[config.mk]
export PLATFORM = sky130hd
export DESIGN_NAME = tx_slot_map
export DESIGN_NICKNAME = d
export VERILOG_FILES = /design/src/hdl/tx_map_pkg.sv /design/src/hdl/tx_slot_map.sv /design/src/hdl/slot_match.sv
export SDC_FILE = /design/constraint.sdc
export NUM_CORES = 1
export LEC_CHECK = 0
export BUFFER_PORTS_ARGS = -buffer_cell sky130_fd_sc_hd__buf_2
export CORE_ASPECT_RATIO = 0.8
export CORE_UTILIZATION = 54
export DETAILED_ROUTE_END_ITERATION = 10
export HOLD_SLACK_MARGIN = 0.05
export PLACE_DENSITY = 0.84
export SYNTH_ARGS = -nofsm -noshare
export SYNTH_HDL_FRONTEND = slang
export SYNTH_SLANG_ARGS = --single-unit
[constraint.sdc]
create_clock -name MCLK -period 3.5 [get_ports MCLK]
set_input_delay 0.7 -clock MCLK [delete_from_list [all_inputs] [get_ports MCLK]]
set_output_delay 0.7 -clock MCLK [all_outputs]
set_load 0.01 [all_outputs]
[src/hdl/tx_map_pkg.sv]
// Constants shared by the transmit slot and pin map block.
// Assumes an APB slave with 32-bit data, registers one per aligned word.
// How it works
// - Each channel's select bit: 0 sends it on the primary pin, 1 on the secondary.
// - Channel 1 output enable cleared: its slot stays high impedance.
// - Channel 1 output enable set: the channel 1 sample goes out in its slot.
// - Slot values 0 to 15: TDM slot n, or left-half slot n otherwise.
// - Slot values 16 to 31: TDM slot n, or right-half slot n minus 16.
// - Pin select register at index 0x1d resets to 0x00, all on primary pin.
// - Channel 1 config register at index 0x1e resets to 0x20.
// - Channel 2 config register at index 0x1f resets to 0x21.
package tx_map_pkg;
  // Register indexes; byte address is four times the index
  localparam logic [7:0]  PIN_SEL_IDX   = 8'h1d;
  localparam logic [7:0]  CH1_CFG_IDX   = 8'h1e;
  localparam logic [7:0]  CH2_CFG_IDX   = 8'h1f;
  localparam logic [7:0]  FORMAT_IDX    = 8'h30;
  localparam logic [7:0]  STATUS_IDX    = 8'h31;
  // Reset values
  localparam logic [7:0]  PIN_SEL_RST   = 8'h00;
  localparam logic [7:0]  CH1_CFG_RST   = 8'h20;
  localparam logic [7:0]  CH2_CFG_RST   = 8'h21;
  localparam logic [1:0]  FORMAT_RST    = 2'h0;
  // Channel config field layout
  localparam int          CFG_EN_BIT    = 5;
  localparam int          SLOT_MSB      = 4;
  localparam logic [7:0]  CFG_WR_MASK   = 8'h3f;
  // Serial framing
  localparam int          SLOT_BITS     = 32;
  localparam int          CNT_W         = 11;
  localparam int          NUM_CH        = 8;
  typedef enum logic [1:0] {FMT_TDM, FMT_I2S, FMT_LJ, FMT_RSVD} format_t;
endpackage

[src/hdl/tx_slot_map.sv]
// Transmit slot and pin map with APB register access.
// Assumes BCLK and FSYNC arrive as pins slower than MCLK/4; samples come
// from logic on MCLK and are taken at each frame start.
//
// Implementation choice: the APB register port.
`timescale 1ns/1ps
module tx_slot_map (
  // Clock and reset
  input  wire logic        MCLK,
  input  wire logic        ARST_N,
  // APB slave
  input  wire logic        PSEL,
  input  wire logic        PENABLE,
  input  wire logic        PWRITE,
  input  wire logic [11:0] PADDR,
  input  wire logic [31:0] PWDATA,
  output logic [31:0]      PRDATA,
  output logic             PREADY,
  output logic             PSLVERR,
  // Channel samples
  input  wire logic [31:0] CH1_SAMPLE,
  input  wire logic [31:0] CH2_SAMPLE,
  output logic             SAMPLE_TAKEN,
  // Serial pins
  input  wire logic        BCLK,
  input  wire logic        FSYNC,
  output logic             DOUT_PRIMARY,
  output logic             DOUT_PRIMARY_OE,
  output logic             DOUT_SECONDARY,
  output logic             DOUT_SECONDARY_OE
);

  ////////////////////////////////////////////////////////////////////////////
  // Register file
  ////////////////////////////////////////////////////////////////////////////
  logic [7:0]  pin_sel_r, pin_sel_nxt;
  logic [7:0]  ch1_cfg_r, ch1_cfg_nxt;
  logic [7:0]  ch2_cfg_r, ch2_cfg_nxt;
  logic [1:0]  format_r, format_nxt;
  logic [31:0] prdata_r, prdata_nxt;
  logic        wr_en;
  logic        rd_setup;
  logic        hit;
  logic [31:0] rd_val;
  logic [3:0]  status;

  // Address decode; unmapped words read zero and flag an error
  always_comb begin
    hit    = 1'b1;
    rd_val = 32'h0000_0000;
    if (PADDR == {2'b00, tx_map_pkg::PIN_SEL_IDX, 2'b00}) begin
      rd_val = {24'h00_0000, pin_sel_r};
    end else if (PADDR == {2'b00, tx_map_pkg::CH1_CFG_IDX, 2'b00}) begin
      rd_val = {24'h00_0000, ch1_cfg_r};
    end else if (PADDR == {2'b00, tx_map_pkg::CH2_CFG_IDX, 2'b00}) begin
      rd_val = {24'h00_0000, ch2_cfg_r};
    end else if (PADDR == {2'b00, tx_map_pkg::FORMAT_IDX, 2'b00}) begin
      rd_val = {30'h0000_0000, format_r};
    end else if (PADDR == {2'b00, tx_map_pkg::STATUS_IDX, 2'b00}) begin
      rd_val = {28'h000_0000, status};
    end else begin
      hit = 1'b0;
    end
  end

  assign wr_en    = PSEL && PENABLE && PWRITE && hit;
  assign rd_setup = PSEL && !PENABLE;
  // Read data is captured in the setup phase so PRDATA comes from a flop
  assign PREADY   = 1'b1;
  assign PSLVERR  = PSEL && PENABLE && !hit;
  assign PRDATA   = prdata_r;

  // Register next values; reserved config bits never take a write
  always_comb begin
    pin_sel_nxt = pin_sel_r;
    ch1_cfg_nxt = ch1_cfg_r;
    ch2_cfg_nxt = ch2_cfg_r;
    format_nxt  = format_r;
    prdata_nxt  = prdata_r;
    if (rd_setup) begin
      prdata_nxt = rd_val;
    end
    if (wr_en) begin
      if (PADDR == {2'b00, tx_map_pkg::PIN_SEL_IDX, 2'b00}) begin
        pin_sel_nxt = PWDATA[7:0];
      end else if (PADDR == {2'b00, tx_map_pkg::CH1_CFG_IDX, 2'b00}) begin
        ch1_cfg_nxt = PWDATA[7:0] & tx_map_pkg::CFG_WR_MASK;
      end else if (PADDR == {2'b00, tx_map_pkg::CH2_CFG_IDX, 2'b00}) begin
        ch2_cfg_nxt = PWDATA[7:0] & tx_map_pkg::CFG_WR_MASK;
      end else if (PADDR == {2'b00, tx_map_pkg::FORMAT_IDX, 2'b00}) begin
        format_nxt = PWDATA[1:0];
      end
    end
  end

  // Register storage with documented reset values
  always_ff @(posedge MCLK or negedge ARST_N) begin
    if (!ARST_N) begin
      pin_sel_r <= tx_map_pkg::PIN_SEL_RST;
      ch1_cfg_r <= tx_map_pkg::CH1_CFG_RST;
      ch2_cfg_r <= tx_map_pkg::CH2_CFG_RST;
      format_r  <= tx_map_pkg::FORMAT_RST;
      prdata_r  <= 32'h0000_0000;
    end else begin
      pin_sel_r <= pin_sel_nxt;
      ch1_cfg_r <= ch1_cfg_nxt;
      ch2_cfg_r <= ch2_cfg_nxt;
      format_r  <= format_nxt;
      prdata_r  <= prdata_nxt;
    end
  end

  ////////////////////////////////////////////////////////////////////////////
  // Pin synchronisers and edge detection
  ////////////////////////////////////////////////////////////////////////////
  logic [1:0] bclk_sync_r, fsync_sync_r;
  logic       bclk_d_r, fsync_d_r, fsync_smp_r, fsync_prev_r, fsync_old_r;
  logic       bclk_rise, bclk_fall;

  // Two sync flops and a delay flop per pin; the first stage feeds no logic
  always_ff @(posedge MCLK or negedge ARST_N) begin
    if (!ARST_N) begin
      bclk_sync_r  <= 2'h0;
      fsync_sync_r <= 2'h0;
      bclk_d_r     <= 1'b0;
      fsync_d_r    <= 1'b0;
    end else begin
      bclk_sync_r  <= {bclk_sync_r[0], BCLK};
      fsync_sync_r <= {fsync_sync_r[0], FSYNC};
      bclk_d_r     <= bclk_sync_r[1];
      fsync_d_r    <= fsync_sync_r[1];
    end
  end

  assign bclk_rise = bclk_sync_r[1] && !bclk_d_r;
  assign bclk_fall = !bclk_sync_r[1] && bclk_d_r;

  ////////////////////////////////////////////////////////////////////////////
  // Framer: bit counter and half tracking
  ////////////////////////////////////////////////////////////////////////////
  logic [10:0] bit_cnt_r, bit_cnt_nxt;
  logic        right_r, right_nxt;
  logic [31:0] ch1_data_r, ch1_data_nxt;
  logic [31:0] ch2_data_r, ch2_data_nxt;
  logic        taken_r, taken_nxt;
  logic        smp_nxt, prev_nxt, old_nxt;
  logic        fs_edge;
  logic        fs_high;

  // Frame sync is sampled on the receiver's edge, data moves on the other one
  always_comb begin
    smp_nxt      = fsync_smp_r;
    prev_nxt     = fsync_prev_r;
    old_nxt      = fsync_old_r;
    bit_cnt_nxt  = bit_cnt_r;
    right_nxt    = right_r;
    ch1_data_nxt = ch1_data_r;
    ch2_data_nxt = ch2_data_r;
    taken_nxt    = 1'b0;
    fs_high      = fsync_smp_r;
    fs_edge      = 1'b0;
    if (bclk_rise) begin
      smp_nxt  = fsync_d_r;
      prev_nxt = fsync_smp_r;
      old_nxt  = fsync_prev_r;
    end
    if (bclk_fall) begin
      bit_cnt_nxt = bit_cnt_r + 11'h001;
      if (bit_cnt_r == 11'h7ff - 11'h001) begin
        bit_cnt_nxt = bit_cnt_r;                   // Park past the last slot
      end
      if (format_r == 2'(tx_map_pkg::FMT_TDM)) begin
        fs_edge = fs_high && !fsync_prev_r;
      end else if (format_r == 2'(tx_map_pkg::FMT_I2S)) begin
        // I2S sees the edge one bit late, so the old half keeps its last bit
        fs_edge = fsync_prev_r != fsync_old_r;
      end else begin
        fs_edge = fs_high != fsync_prev_r;
      end
      if (fs_edge) begin
        bit_cnt_nxt = 11'h000;
        right_nxt   = (format_r == 2'(tx_map_pkg::FMT_I2S)) ? fsync_prev_r
                    : (format_r == 2'(tx_map_pkg::FMT_LJ)) ? !fs_high : 1'b0;
        if (!right_nxt) begin
          ch1_data_nxt = CH1_SAMPLE;
          ch2_data_nxt = CH2_SAMPLE;
          taken_nxt    = 1'b1;
        end
      end
    end
  end

  // Framer state; counter starts parked so nothing drives before a frame
  always_ff @(posedge MCLK or negedge ARST_N) begin
    if (!ARST_N) begin
      fsync_smp_r  <= 1'b0;
      fsync_prev_r <= 1'b0;
      fsync_old_r  <= 1'b0;
      bit_cnt_r    <= 11'h7fe;
      right_r      <= 1'b0;
      ch1_data_r   <= 32'h0000_0000;
      ch2_data_r   <= 32'h0000_0000;
      taken_r      <= 1'b0;
    end else begin
      fsync_smp_r  <= smp_nxt;
      fsync_prev_r <= prev_nxt;
      fsync_old_r  <= old_nxt;
      bit_cnt_r    <= bit_cnt_nxt;
      right_r      <= right_nxt;
      ch1_data_r   <= ch1_data_nxt;
      ch2_data_r   <= ch2_data_nxt;
      taken_r      <= taken_nxt;
    end
  end

  assign SAMPLE_TAKEN = taken_r;

  ////////////////////////////////////////////////////////////////////////////
  // Slot match and pin drivers
  ////////////////////////////////////////////////////////////////////////////
  logic       ch1_act, ch2_act;
  logic [4:0] bit_idx;
  logic       pri_nxt, pri_oe_nxt, sec_nxt, sec_oe_nxt;
  logic       pri_r, pri_oe_r, sec_r, sec_oe_r;

  slot_match u_ch1 (
    .cfg        (ch1_cfg_r),
    .fmt        (format_r),
    .right_half (right_nxt),
    .bit_cnt    (bit_cnt_nxt),
    .active     (ch1_act)
  );

  slot_match u_ch2 (
    .cfg        (ch2_cfg_r),
    .fmt        (format_r),
    .right_half (right_nxt),
    .bit_cnt    (bit_cnt_nxt),
    .active     (ch2_act)
  );

  // MSB first within each slot
  assign bit_idx = 5'h1f - bit_cnt_nxt[4:0];

  // Unclaimed slots float; channel 1 wins if two channels share a slot and pin
  always_comb begin
    pri_nxt    = pri_r;
    pri_oe_nxt = pri_oe_r;
    sec_nxt    = sec_r;
    sec_oe_nxt = sec_oe_r;
    if (bclk_fall) begin
      pri_nxt    = 1'b0;
      pri_oe_nxt = 1'b0;
      sec_nxt    = 1'b0;
      sec_oe_nxt = 1'b0;
      if (ch2_act && !pin_sel_r[1]) begin
        pri_nxt    = ch2_data_nxt[bit_idx];
        pri_oe_nxt = 1'b1;
      end
      if (ch2_act && pin_sel_r[1]) begin
        sec_nxt    = ch2_data_nxt[bit_idx];
        sec_oe_nxt = 1'b1;
      end
      if (ch1_act && !pin_sel_r[0]) begin
        pri_nxt    = ch1_data_nxt[bit_idx];
        pri_oe_nxt = 1'b1;
      end
      if (ch1_act && pin_sel_r[0]) begin
        sec_nxt    = ch1_data_nxt[bit_idx];
        sec_oe_nxt = 1'b1;
      end
    end
  end

  // Pin flops; released to high impedance at reset
  always_ff @(posedge MCLK or negedge ARST_N) begin
    if (!ARST_N) begin
      pri_r    <= 1'b0;
      pri_oe_r <= 1'b0;
      sec_r    <= 1'b0;
      sec_oe_r <= 1'b0;
    end else begin
      pri_r    <= pri_nxt;
      pri_oe_r <= pri_oe_nxt;
      sec_r    <= sec_nxt;
      sec_oe_r <= sec_oe_nxt;
    end
  end

  assign DOUT_PRIMARY      = pri_r;
  assign DOUT_PRIMARY_OE   = pri_oe_r;
  assign DOUT_SECONDARY    = sec_r;
  assign DOUT_SECONDARY_OE = sec_oe_r;
  assign status            = {sec_oe_r, pri_oe_r, right_r, fsync_smp_r};

endmodule

[src/hdl/slot_match.sv]
// One transmit channel: decides whether the current bit belongs to its slot.
// Assumes the bit counter and half flag come from the framer on the same clock.
`timescale 1ns/1ps
module slot_match (
  // Channel configuration
  input  wire logic [7:0]  cfg,
  // Framer position
  input  wire logic [1:0]  fmt,
  input  wire logic        right_half,
  input  wire logic [10:0] bit_cnt,
  // Result
  output logic             active
);
  logic [4:0] slot;
  logic       in_range;

  // Slot decode differs between TDM and the two-half formats
  always_comb begin
    slot     = cfg[tx_map_pkg::SLOT_MSB:0];
    in_range = 1'b0;
    if (fmt == 2'(tx_map_pkg::FMT_TDM)) begin
      in_range = (bit_cnt[10] == 1'b0) && (bit_cnt[9:5] == slot);
    end else begin
      // Upper half of the slot codes means the right half, slot minus 16
      in_range = (bit_cnt[10:9] == 2'b00) && (slot[4] == right_half)
                 && (bit_cnt[8:5] == slot[3:0]);
    end
    active = in_range && cfg[tx_map_pkg::CFG_EN_BIT];
  end
endmodule

==> results of run 1 <==
[kinds of logic after synthesis]
kind of cell / count (synthesis) / synth area share
DFF: 120 / 0.472
xor gates and xnor gates: 11 / 0.0150
muxes: 62 / 0.109
adders and majority gates: 2 / 0.00391
other: 2 / 0.00117
AOI/OAI and AO/OA: 133 / 0.152
and+or+nand+nor: 257 / 0.186
buffers and inverters: 72 / 0.0616
[cell usage in the layout (no fill, tap or decap), types with 6 or more instances in the layout]
cell type                     n
sky130_fd_sc_hd__clkbuf_16   17
sky130_fd_sc_hd__xnor2_1      6
sky130_fd_sc_hd__dfrtp_1    107
sky130_fd_sc_hd__mux2i_1     10
sky130_fd_sc_hd__nand4_1      7
sky130_fd_sc_hd__buf_2      103
sky130_fd_sc_hd__o31ai_1      6
sky130_fd_sc_hd__dfstp_2     13
sky130_fd_sc_hd__nor2_1      34
sky130_fd_sc_hd__o211ai_1    17
sky130_fd_sc_hd__inv_1       13
sky130_fd_sc_hd__a31oi_1      6
sky130_fd_sc_hd__buf_4       15
sky130_fd_sc_hd__mux2_2      48
sky130_fd_sc_hd__and3_1       6
sky130_fd_sc_hd__nand3_1     17
sky130_fd_sc_hd__a21oi_1     23
sky130_fd_sc_hd__o21ai_0     29
sky130_fd_sc_hd__nand2b_1     6
sky130_fd_sc_hd__conb_1      25
sky130_fd_sc_hd__nand2_1    130
sky130_fd_sc_hd__nor3_1      22
sky130_fd_sc_hd__nor4_1       8
[stage by stage]
| step | instances | util | instance area [sq um] | worst slack [ps] |
|---|---|---|---|---|
| 2_1_floorplan | 682 | - | 6490 | 448 |
| 3_3_place_gp | 893 | 0.609 | 7010 | 294 |
| 3_5_place_dp | 893 | 0.609 | 7010 | 224 |
| 4_1_cts | 925 | 0.662 | 7620 | 146 |
| 5_1_grt | 925 | 0.666 | 7670 | 25.0 |
| 6_report | 925 | 0.666 | 7670 | 183 |
[final timing paths]
path,start,endpoint,slack (ps),cells after the start
min,ARST_N,ch1_data_r[3]$_DFF_PN0_,350,1
max reg2reg,fs_high$_DFFE_PN0P_,DOUT_PRIMARY$_DFFE_PN0P_,180,9
max in group asynchronous,ARST_N,bit_cnt_r[6]$_DFF_PN1_,2310,2
max,fs_high$_DFFE_PN0P_,DOUT_PRIMARY$_DFFE_PN0P_,180,9
min in group MCLK,bclk_sync_r[0]$_DFF_PN0_,bclk_sync_r[1]$_DFF_PN0_,350,0
min reg2reg,bclk_sync_r[0]$_DFF_PN0_,bclk_sync_r[1]$_DFF_PN0_,350,0
[flip-flops by register name, indices dropped and copies added (netlist names), 2 cells and up]
name,count
PRDATA,8
bclk_sync_r,2
bit_cnt_r,11
ch1_cfg_r,6
ch1_data_r,32
ch2_cfg_r,6
ch2_data_r,32
format_r,2
fsync_sync_r,2
pin_sel_r,8
[power breakdown]
part	switching (mW)	internal (mW)	total, mW
clock network	0.672	1.15	1.82
logic	0.785	0.524	1.31
registers	0.192	1.75	1.94
[layer usage]
layer | vias to the layer above | GRT usage | part of all wire
met5 | - | 0 | 0
met4 | 0 | 0.128 | 0.023
met3 | 41 | 0.0763 | 0.090
met2 | 294 | 0.443 | 0.47
met1 | 2651 | 0.391 | 0.41
li1 | 2524 | - | -
[final cells by class]
| cell class | instances | area share |
|---|---|---|
| multi-input cells | 490 | 0.406 |
| flip-flops and latches | 120 | 0.394 |
| repair buffers | 121 | 0.0886 |
| clock buffers | 19 | 0.0577 |
| well taps | 148 | 0.0241 |
| clock inverters | 13 | 0.0220 |
| inverters | 14 | 0.00750 |
[worst max-delay path, delay by kind of cell (launching register included)]
kind	cells	cell delay, ps
AO/OA/AOI/OAI	5	1490
flip-flops	1	460
AND/OR/NAND/NOR	3	1090
XOR/XNOR	1	210
==> run_results.csv, run 1 <==
group,metric,value,unit
outcome,run_status,"complete, no violations",
floorplan,coreArea,0.0115,sq mm
layout,area.growth.synth_to_final,19.8,%
routing,detailedRoute.firstIterationViolations,630,
sta,final.min_clock_period,3320,ps
sta,timing.clock.skew,10.2,ps
cts,clock_sink_count,120,
pwr,post-layout-total-power,5.07,mW
routing,avgViaCountPerCell,5.96,
routing,detail_route.drc_violations,0,
job,max-cap-violations,0,
sta,maxSlewViolCount,0,
synth,post_synth.cell_area_avg,9.72,sq um
global_routing,track_usage,0.291,
place,post-dp-hpwl,11.6,mm
floorplan,die_area,0.0123,sq mm
layout,fraction_of_layout_cells_with_a_size_suffix_above_1,0.308,
setup_path,crit_path_cell_trace,"xor2_1 -> a221o_2 -> or3_1 -> and4_1 -> o211ai_1 -> o211ai_1 -> a311oi_2 -> nand4b_1 -> a211oi_2",
cts,tritoncts_clock_tree,"yes",
floorplan,placement_rows,35,
setup_path,worst_path_max_delay_cell,"sky130_fd_sc_hd__or3_1",
sta,timing_worst_slew_pin_value,739,ps
global_routing,number_of_antenna_violations_at_the_first_check_in_global_routing,0,
pwr,p_leak,3.64,nW
place,gp_congestion,0.975,
pwr,power_per_cell_area,661,mW/mm^2
global_routing,global_route.overflow_total,0,
cts,number_of_levels_in_the_clock_h_tree,4,
setup_path,crit_top_cell,"sky130_fd_sc_hd__o211ai_1",
synth,yosysWarningCount,0,
cts,worst_setup_hold_path_clk_slew,60,ps
routing,routed_wl,16.8,mm
cts,postCtsHoldBufs,0,
synth,synth_cell_type_count,73,
cts,cts.root.buffer_cell,"sky130_fd_sc_hd__clkbuf_16",
hold_path,hp-class,"in -> async",
sta,finalSetupViolations,0,
setup_path,critical_path.max_stage_delay,590,ps
routing,antenna_left,0,
cts,cts_setup_buffers,0,
sta,layout_worst_path_cycle_share,0.948,
synth,synth.area.top_cells,"sky130_fd_sc_hd__dfrtp_1 42%, sky130_fd_sc_hd__mux2_2 8.4%, sky130_fd_sc_hd__nand2_1 7.6%",
layout,antennaDiodeCount,0,
synth,yosysTopAreaCell,"sky130_fd_sc_hd__dfrtp_1",
routing,detailroute.via_count,5510,
routing,wire_per_inst,18.1,microns
synth,post_synth_most_frequent_cells,"130 x sky130_fd_sc_hd__nand2_1, 107 x sky130_fd_sc_hd__dfrtp_1, 48 x sky130_fd_sc_hd__mux2_2, 34 x sky130_fd_sc_hd__nor2_1, 29 x sky130_fd_sc_hd__o21ai_0",
pwr,vdd.ir_drop.worst,0.000357,V
synth,post-synth-top-area-fraction,0.418,
sta,final-hold-violation-count,0,
setup_path,crit_arrival,3650,ps
synth,yosysSeqAreaShare,0.472,
sta,hold_ws,351,ps
cts,clock_path_buffers,2,
layout,footprint_of_the_multi_input_gates,0.00312,sq mm
global_routing,wire_length_of_the_first_global_routing_pass,27.0,mm
synth,synthMostInstantiatedCell,"sky130_fd_sc_hd__nand2_1",
synth,synth-main-ff-cell,"sky130_fd_sc_hd__dfrtp_1",
floorplan,top_level_ports,154,
sta,finalSetupTns,0,ps
global_routing,grt_max_degree,65,
cts,cts_buffers,17,
synth,syn_area,0.00640,sq mm
layout,nets,881,
setup_path,critical_path_required,3840,ps
routing,drt_pre_antenna_iters,7,
synth,ys_ff_latch,120,
layout,seq_area,0.00302,sq mm
setup_path,endpoint_kind,"flop",
sta,clock.fmax,301,MHz
cts,clk_latency,420,ps
place,io_buffer_count,104,
synth,postSynth.asyncResetShare,1.00,
synth,number_of_enable_type_register_cells_in_the_synthesized_netlist,0,
setup_path,cp_max_fo,11,
synth,synthesized_netlist_cell_count,659,
floorplan,floorplan.die.height,99.4,microns
sta,rsz0062_at_grt,"no",
layout,fillers,869,
setup_path,worst-setup-path-type,"reg -> reg",
floorplan,floorplan.initialDensity,0.556,
floorplan,die_w,124,microns
global_routing,grt_pass1_vias,5450,
sta,timing.max_slew.rel_slack,0.508,
setup_path,cp-start-kind,"flop",
cts,post_cts.resized_instances,0,
(Power assumes the default switching activity.)
==> run 2, diff against run 1 <==
--- a/config.mk
+++ b/config.mk
@@ -10,7 +10,7 @@
 export CORE_UTILIZATION = 54
 export DETAILED_ROUTE_END_ITERATION = 10
 export HOLD_SLACK_MARGIN = 0.05
-export PLACE_DENSITY = 0.84
+export PLACE_DENSITY = 0.91
 export SYNTH_ARGS = -nofsm -noshare
 export SYNTH_HDL_FRONTEND = slang
 export SYNTH_SLANG_ARGS = --single-unit
==> run_results.csv, run 2 (same netlist as run 1, synthesis figures left out) <==
group,metric,value,unit
outcome,run_status,"complete, but fails checks",
outcome,violations_in_the_final_reports,"negative setup slack",
setup_path,critical_path_required,3810,ps
sta,finalSetupViolations,1,
layout,biggestRegsByFlops,"ch1_data_r x32, ch2_data_r x32, bit_cnt_r x11",
floorplan,die_w,124,microns
sta,maxSlewViolCount,0,
pwr,post-layout-total-power,5.14,mW
place,dp_slack,165,ps
hold_path,hp-class,"in -> async",
sta,timing.clock.skew,8.30,ps
layout,fillers,825,
cts,clock_path_buffers,2,
cts,worst_setup_hold_path_clk_slew,60,ps
setup_path,worst_setup_path_endpoint,"DOUT_SECONDARY$_DFFE_PN0P_",
routing,detail_route.drc_violations,0,
global_routing,global_route.overflow_total,0,
place,postPlaceCellArea,0.00704,sq mm
setup_path,reg2reg_slack,-140,ps
setup_path,cp-start-kind,"flop",
floorplan,die_area,0.0123,sq mm
sta,layout_worst_path_cycle_share,1.04,
setup_path,timing.rr.start,"bit_cnt_r[0]$_DFF_PN0_",
setup_path,reg2reg_to,"DOUT_SECONDARY$_DFFE_PN0P_",
global_routing,number_of_antenna_violations_at_the_first_check_in_global_routing,0,
global_routing,wire_length_of_the_first_global_routing_pass,26.3,mm
sta,timing_worst_slew_pin_value,739,ps
sta,final.min_clock_period,3640,ps
job,max-cap-violations,0,
setup_path,crit_arrival,3950,ps
layout,area.growth.synth_to_final,20.6,%
routing,avgViaCountPerCell,6.21,
place,gp_congestion,0.935,
global_routing,gr-max-usage-layer,"met2",
floorplan,coreArea,0.0115,sq mm
layout,antennaDiodeCount,0,
cts,clock_sink_count,120,
floorplan,floorplan.initialDensity,0.556,
floorplan,floorplan.die.height,99.4,microns
pwr,vdd.ir_drop.worst,0.000415,V
setup_path,endpoint_kind,"flop",
routing,wire_per_inst,18.6,microns
setup_path,worstSetupStartpoint,"bit_cnt_r[0]$_DFF_PN0_",
cts,clk_latency,430,ps
routing,routed_wl,17.3,mm
cts,cts_buffers,17,
sta,clock.fmax,275,MHz
layout,layout.cell_area.non_filler,0.00772,sq mm
routing,detailroute.via_count,5803,
routing,detailedRoute.firstIterationViolations,788,
routing,antenna_left,0,
sta,final-hold-violation-count,0,
global_routing,track_usage,0.282,
global_routing,grt_max_degree,121,
cts,cts.root.buffer_cell,"sky130_fd_sc_hd__clkbuf_16",
sta,timing.max_slew.rel_slack,0.505,
global_routing,grt_pass1_vias,5278,
cts,postCtsHoldBufs,0,
layout,final_standard_cell_utilization_of_the_core,0.671,
routing,drt_pre_antenna_iters,8,
layout,fraction_of_layout_cells_with_a_size_suffix_above_1,0.312,
sta,hold_ws,343,ps
global_routing,grt.met2_usage,0.417,
cts,number_of_levels_in_the_clock_h_tree,4,
layout,mostFrequentLayoutCell,"sky130_fd_sc_hd__nand2_1",
floorplan,placement_rows,35,
pwr,p_leak,3.67,nW
layout,nets,890,
setup_path,cp_max_fo,9,
layout,final_cell_mix,"130 x sky130_fd_sc_hd__nand2_1, 107 x sky130_fd_sc_hd__dfrtp_1, 103 x sky130_fd_sc_hd__buf_2, 48 x sky130_fd_sc_hd__mux2_2, 34 x sky130_fd_sc_hd__nor2_1",
place,post-dp-hpwl,11.2,mm
global_routing,use_met3,0.0917,
cts,tritoncts_clock_tree,"yes",
setup_path,worstRegToRegCells,12,
floorplan,top_level_ports,154,
setup_path,worst-setup-path-type,"reg -> reg",
pwr,power_per_cell_area,666,mW/mm^2
global_routing,groute.layer.met1.usage,0.380,
place,io_buffer_count,104,
sta,timing.final.ws_setup,-140,ps
-- run 2: changes by cell type in the layout (fill, tap and decap cells not counted), moves of 2 or more --
cell                         delta
sky130_fd_sc_hd__buf_4         +10
sky130_fd_sc_hd__clkinv_2       +2
sky130_fd_sc_hd__clkinv_4       -2
sky130_fd_sc_hd__clkinvlp_4     +3
sky130_fd_sc_hd__inv_6          -4
-- run 2: cell type report --
cell class | instances | area [sq um] | share of cell area
timing repair buffer | 130 | 743 | 0.0962
clock buffer | 19 | 433 | 0.0561
multi-input combinational | 490 | 3110 | 0.402
clock inverter | 13 | 179 | 0.0232
inverter | 14 | 57.6 | 0.00745
sequential | 120 | 3020 | 0.391
tap | 148 | 185 | 0.0240
-- run 2: worst min path at each step --
stage | endpoint | depth (start not counted)
6_report | bclk_sync_r[0]$_DFF_PN0_ | 2
4_1_cts | fsync_sync_r[1]$_DFF_PN0_ | 0
5_1_grt | fsync_sync_r[1]$_DFF_PN0_ | 0
2_1_floorplan | bclk_sync_r[1]$_DFF_PN0_ | 0
3_5_place_dp | fsync_sync_r[1]$_DFF_PN0_ | 0
3_3_place_gp | fsync_sync_r[1]$_DFF_PN0_ | 0
-- run 2: worst max-delay path, stage by stage, from the launching register on --
cell and delay, ps:
sky130_fd_sc_hd__dfrtp_1 380, sky130_fd_sc_hd__inv_1 170, sky130_fd_sc_hd__ha_2 250, sky130_fd_sc_hd__nand4_4 150, sky130_fd_sc_hd__or3_4 480, sky130_fd_sc_hd__o31ai_4 340
sky130_fd_sc_hd__buf_4 230, sky130_fd_sc_hd__nor4_1 80, sky130_fd_sc_hd__o31ai_1 450, sky130_fd_sc_hd__o31ai_1 190, sky130_fd_sc_hd__o221ai_2 250, sky130_fd_sc_hd__nand4_1 180
sky130_fd_sc_hd__a311oi_2 370
-- run 2: stage by stage --
stage,setup TNS [ps],cells
finish,-140,934
global route,-159,934
CTS,0,930
detailed placement,0,898
global placement,0,898
floorplan,0,682
-- run 2: per-layer routing --
metal	up-vias	wire (microns)
li1	2536	-
met5	-	0
met1	2769	7020
met4	0	668
met3	95	1850
met2	403	7810
-- run 2: what timing repair did --
action,CTS,global route
resized for setup,0,6
setup endpoints to repair,0,2
setup buffers,0,4
-- run 2: where the power goes --
part	internal, mW	leakage, nW	switching (mW)
clock network	1.18	0.289	0.658
registers	1.75	1.46	0.193
logic	0.548	1.92	0.814
total	3.48	3.67	1.66
==> run 3, diff against run 2 <==
--- a/config.mk
+++ b/config.mk
@@ -8,6 +8,7 @@
 export BUFFER_PORTS_ARGS = -buffer_cell sky130_fd_sc_hd__buf_2
 export CORE_ASPECT_RATIO = 0.8
 export CORE_UTILIZATION = 54
+export CTS_BUF_LIST = sky130_fd_sc_hd__clkbuf_16
 export DETAILED_ROUTE_END_ITERATION = 10
 export HOLD_SLACK_MARGIN = 0.05
 export PLACE_DENSITY = 0.91
==> run_results.csv, run 3 (same netlist as run 1, synthesis figures left out) <==
group,metric,value,unit
outcome,run_status,"complete, but fails checks",
outcome,violations_in_the_final_reports,"negative setup slack",
layout,antennaDiodeCount,0,
place,post-dp-hpwl,11.2,mm
cts,clk_latency,430,ps
global_routing,track_usage,0.282,
pwr,power_per_cell_area,665,mW/mm^2
pwr,p_leak,3.68,nW
routing,avgViaCountPerCell,6.21,
floorplan,floorplan.die.height,99.4,microns
cts,clock_sink_count,120,
global_routing,wire_length_of_the_first_global_routing_pass,26.3,mm
setup_path,endpoint_kind,"flop",
cts,clock_path_buffers,2,
routing,detailedRoute.firstIterationViolations,789,
global_routing,global_route.overflow_total,0,
sta,finalSetupViolations,1,
layout,fillers,825,
floorplan,die_w,124,microns
layout,fraction_of_layout_cells_with_a_size_suffix_above_1,0.312,
sta,final-hold-violation-count,0,
setup_path,worst-setup-path-type,"reg -> reg",
sta,maxSlewViolCount,0,
setup_path,path_buf_inv,2,
setup_path,critical_path_required,3810,ps
cts,worst_setup_hold_path_clk_slew,60,ps
setup_path,cp-start-kind,"flop",
layout,final_cell_mix,"130 x sky130_fd_sc_hd__nand2_1, 107 x sky130_fd_sc_hd__dfrtp_1, 103 x sky130_fd_sc_hd__buf_2, 48 x sky130_fd_sc_hd__mux2_2, 34 x sky130_fd_sc_hd__nor2_1",
setup_path,crit_arrival,3940,ps
setup_path,critical_path.max_stage_delay,480,ps
setup_path,top_family_by_delay_on_critical_path,"compound AO/OA/AOI/OAI gates",
layout,biggestRegsByFlops,"ch1_data_r x32, ch2_data_r x32, bit_cnt_r x11",
floorplan,top_level_ports,154,
place,gp_congestion,0.935,
layout,layout.cell_area.non_filler,0.00772,sq mm
routing,detailroute.via_count,5803,
sta,clock.fmax,275,MHz
cts,cts.root.buffer_cell,"sky130_fd_sc_hd__clkbuf_16",
place,postPlaceCellArea,0.00704,sq mm
setup_path,worst_path_max_delay_cell,"sky130_fd_sc_hd__or3_4",
sta,timing.clock.skew,8.55,ps
sta,layout_worst_path_cycle_share,1.04,
routing,wire_per_inst,18.5,microns
setup_path,cp_max_fo,9,
floorplan,floorplan.initialDensity,0.556,
place,io_buffer_count,104,
routing,drt_pre_antenna_iters,8,
setup_path,crit_path_cell_trace,"inv_1 -> ha_2 -> nand4_4 -> or3_4 -> o31ai_4 -> buf_4 -> nor4_1 -> o31ai_1 -> o31ai_1 -> o221ai_2 -> nand4_1 -> a311oi_2",
place,placedCellCount,898,
floorplan,die_area,0.0123,sq mm
pwr,vdd.ir_drop.worst,0.000415,V
routing,routed_wl,17.3,mm
cts,cts_buffers,17,
cts,tritoncts_clock_tree,"yes",
global_routing,grt_max_degree,121,
cts,postCtsHoldBufs,0,
sta,timing.max_slew.rel_slack,0.505,
hold_path,hp-class,"in -> async",
routing,antenna_left,0,
sta,timing_worst_slew_pin_value,738,ps
layout,mostFrequentLayoutCell,"sky130_fd_sc_hd__nand2_1",
cts,number_of_levels_in_the_clock_h_tree,4,
layout,nets,890,
global_routing,grt_pass1_vias,5278,
sta,final.min_clock_period,3630,ps
sta,timing.final.ws_setup,-131,ps
setup_path,crit_top_cell,"sky130_fd_sc_hd__o31ai_1",
routing,detail_route.drc_violations,0,
job,max-cap-violations,0,
layout,fin_cells,934,
floorplan,coreArea,0.0115,sq mm
layout,area.growth.synth_to_final,20.6,%
floorplan,placement_rows,35,
global_routing,number_of_antenna_violations_at_the_first_check_in_global_routing,0,
[run 3: path summary, 6_finish.rpt]
| path | endpoint | cells past startpoint | slack (ps) | start |
|---|---|---|---|---|
| min in group MCLK | fsync_sync_r[1]$_DFF_PN0_ | 0 | 350 | fsync_sync_r[0]$_DFF_PN0_ |
| worst min register to register | fsync_sync_r[1]$_DFF_PN0_ | 0 | 350 | fsync_sync_r[0]$_DFF_PN0_ |
| worst max-delay path | DOUT_SECONDARY$_DFFE_PN0P_ | 12 | -130 | bit_cnt_r[0]$_DFF_PN0_ |
| max in group asynchronous | ch1_cfg_r[4]$_DFFE_PN0P_ | 2 | 2630 | ARST_N |
| worst max register to register | DOUT_SECONDARY$_DFFE_PN0P_ | 12 | -130 | bit_cnt_r[0]$_DFF_PN0_ |
| worst min-delay path | bclk_sync_r[0]$_DFF_PN0_ | 2 | 340 | ARST_N |
[run 3: report_power, final]
part,switching [mW],internal (mW),leakage (nW)
logic,0.815,0.548,1.92
registers,0.193,1.75,1.46
clock network,0.657,1.18,0.297
total,1.67,3.47,3.68
[run 3: stage by stage]
stage / util / total power [mW] / setup TNS [ps] / hold WS [ps] / setup slack (ps)
2_1_floorplan: - / 2.80 / 0 / 331 / 448
3_3_place_gp: 0.611 / 3.13 / 0 / 337 / 235
3_5_place_dp: 0.611 / 3.20 / 0 / 338 / 165
4_1_cts: 0.664 / 5.03 / 0 / 349 / 2.88
5_1_grt: 0.671 / 5.34 / -159 / 368 / -150
6_report: 0.671 / 5.14 / -131 / 342 / -131
[run 3: metal layers]
| layer | GRT usage | share of wire | routed length (microns) | vias up |
|---|---|---|---|---|
| met2 | 0.417 | 0.45 | 7860 | 415 |
| met4 | 0.122 | 0.034 | 590 | 0 |
| li1 | - | - | - | 2540 |
| met3 | 0.0917 | 0.11 | 1830 | 81 |
| met5 | 0 | 0 | 0 | - |
| met1 | 0.380 | 0.41 | 7040 | 2767 |
[run 3: area by class of cell]
class                      instances  area, sq um  share of cell area
multi-input combinational        490         3110               0.402
sequential                       120         3020               0.391
timing repair buffer             130          743              0.0962
clock buffer                      17          425              0.0551
clock inverter                    15          186              0.0241
tap                              148          185              0.0240
inverter                          14         57.6             0.00745
[run 3: timing repair]
item                       in CTS  in global routing
gates resized for setup         0                  6
setup buffers                   0                  4
setup endpoints to repair       0                  2
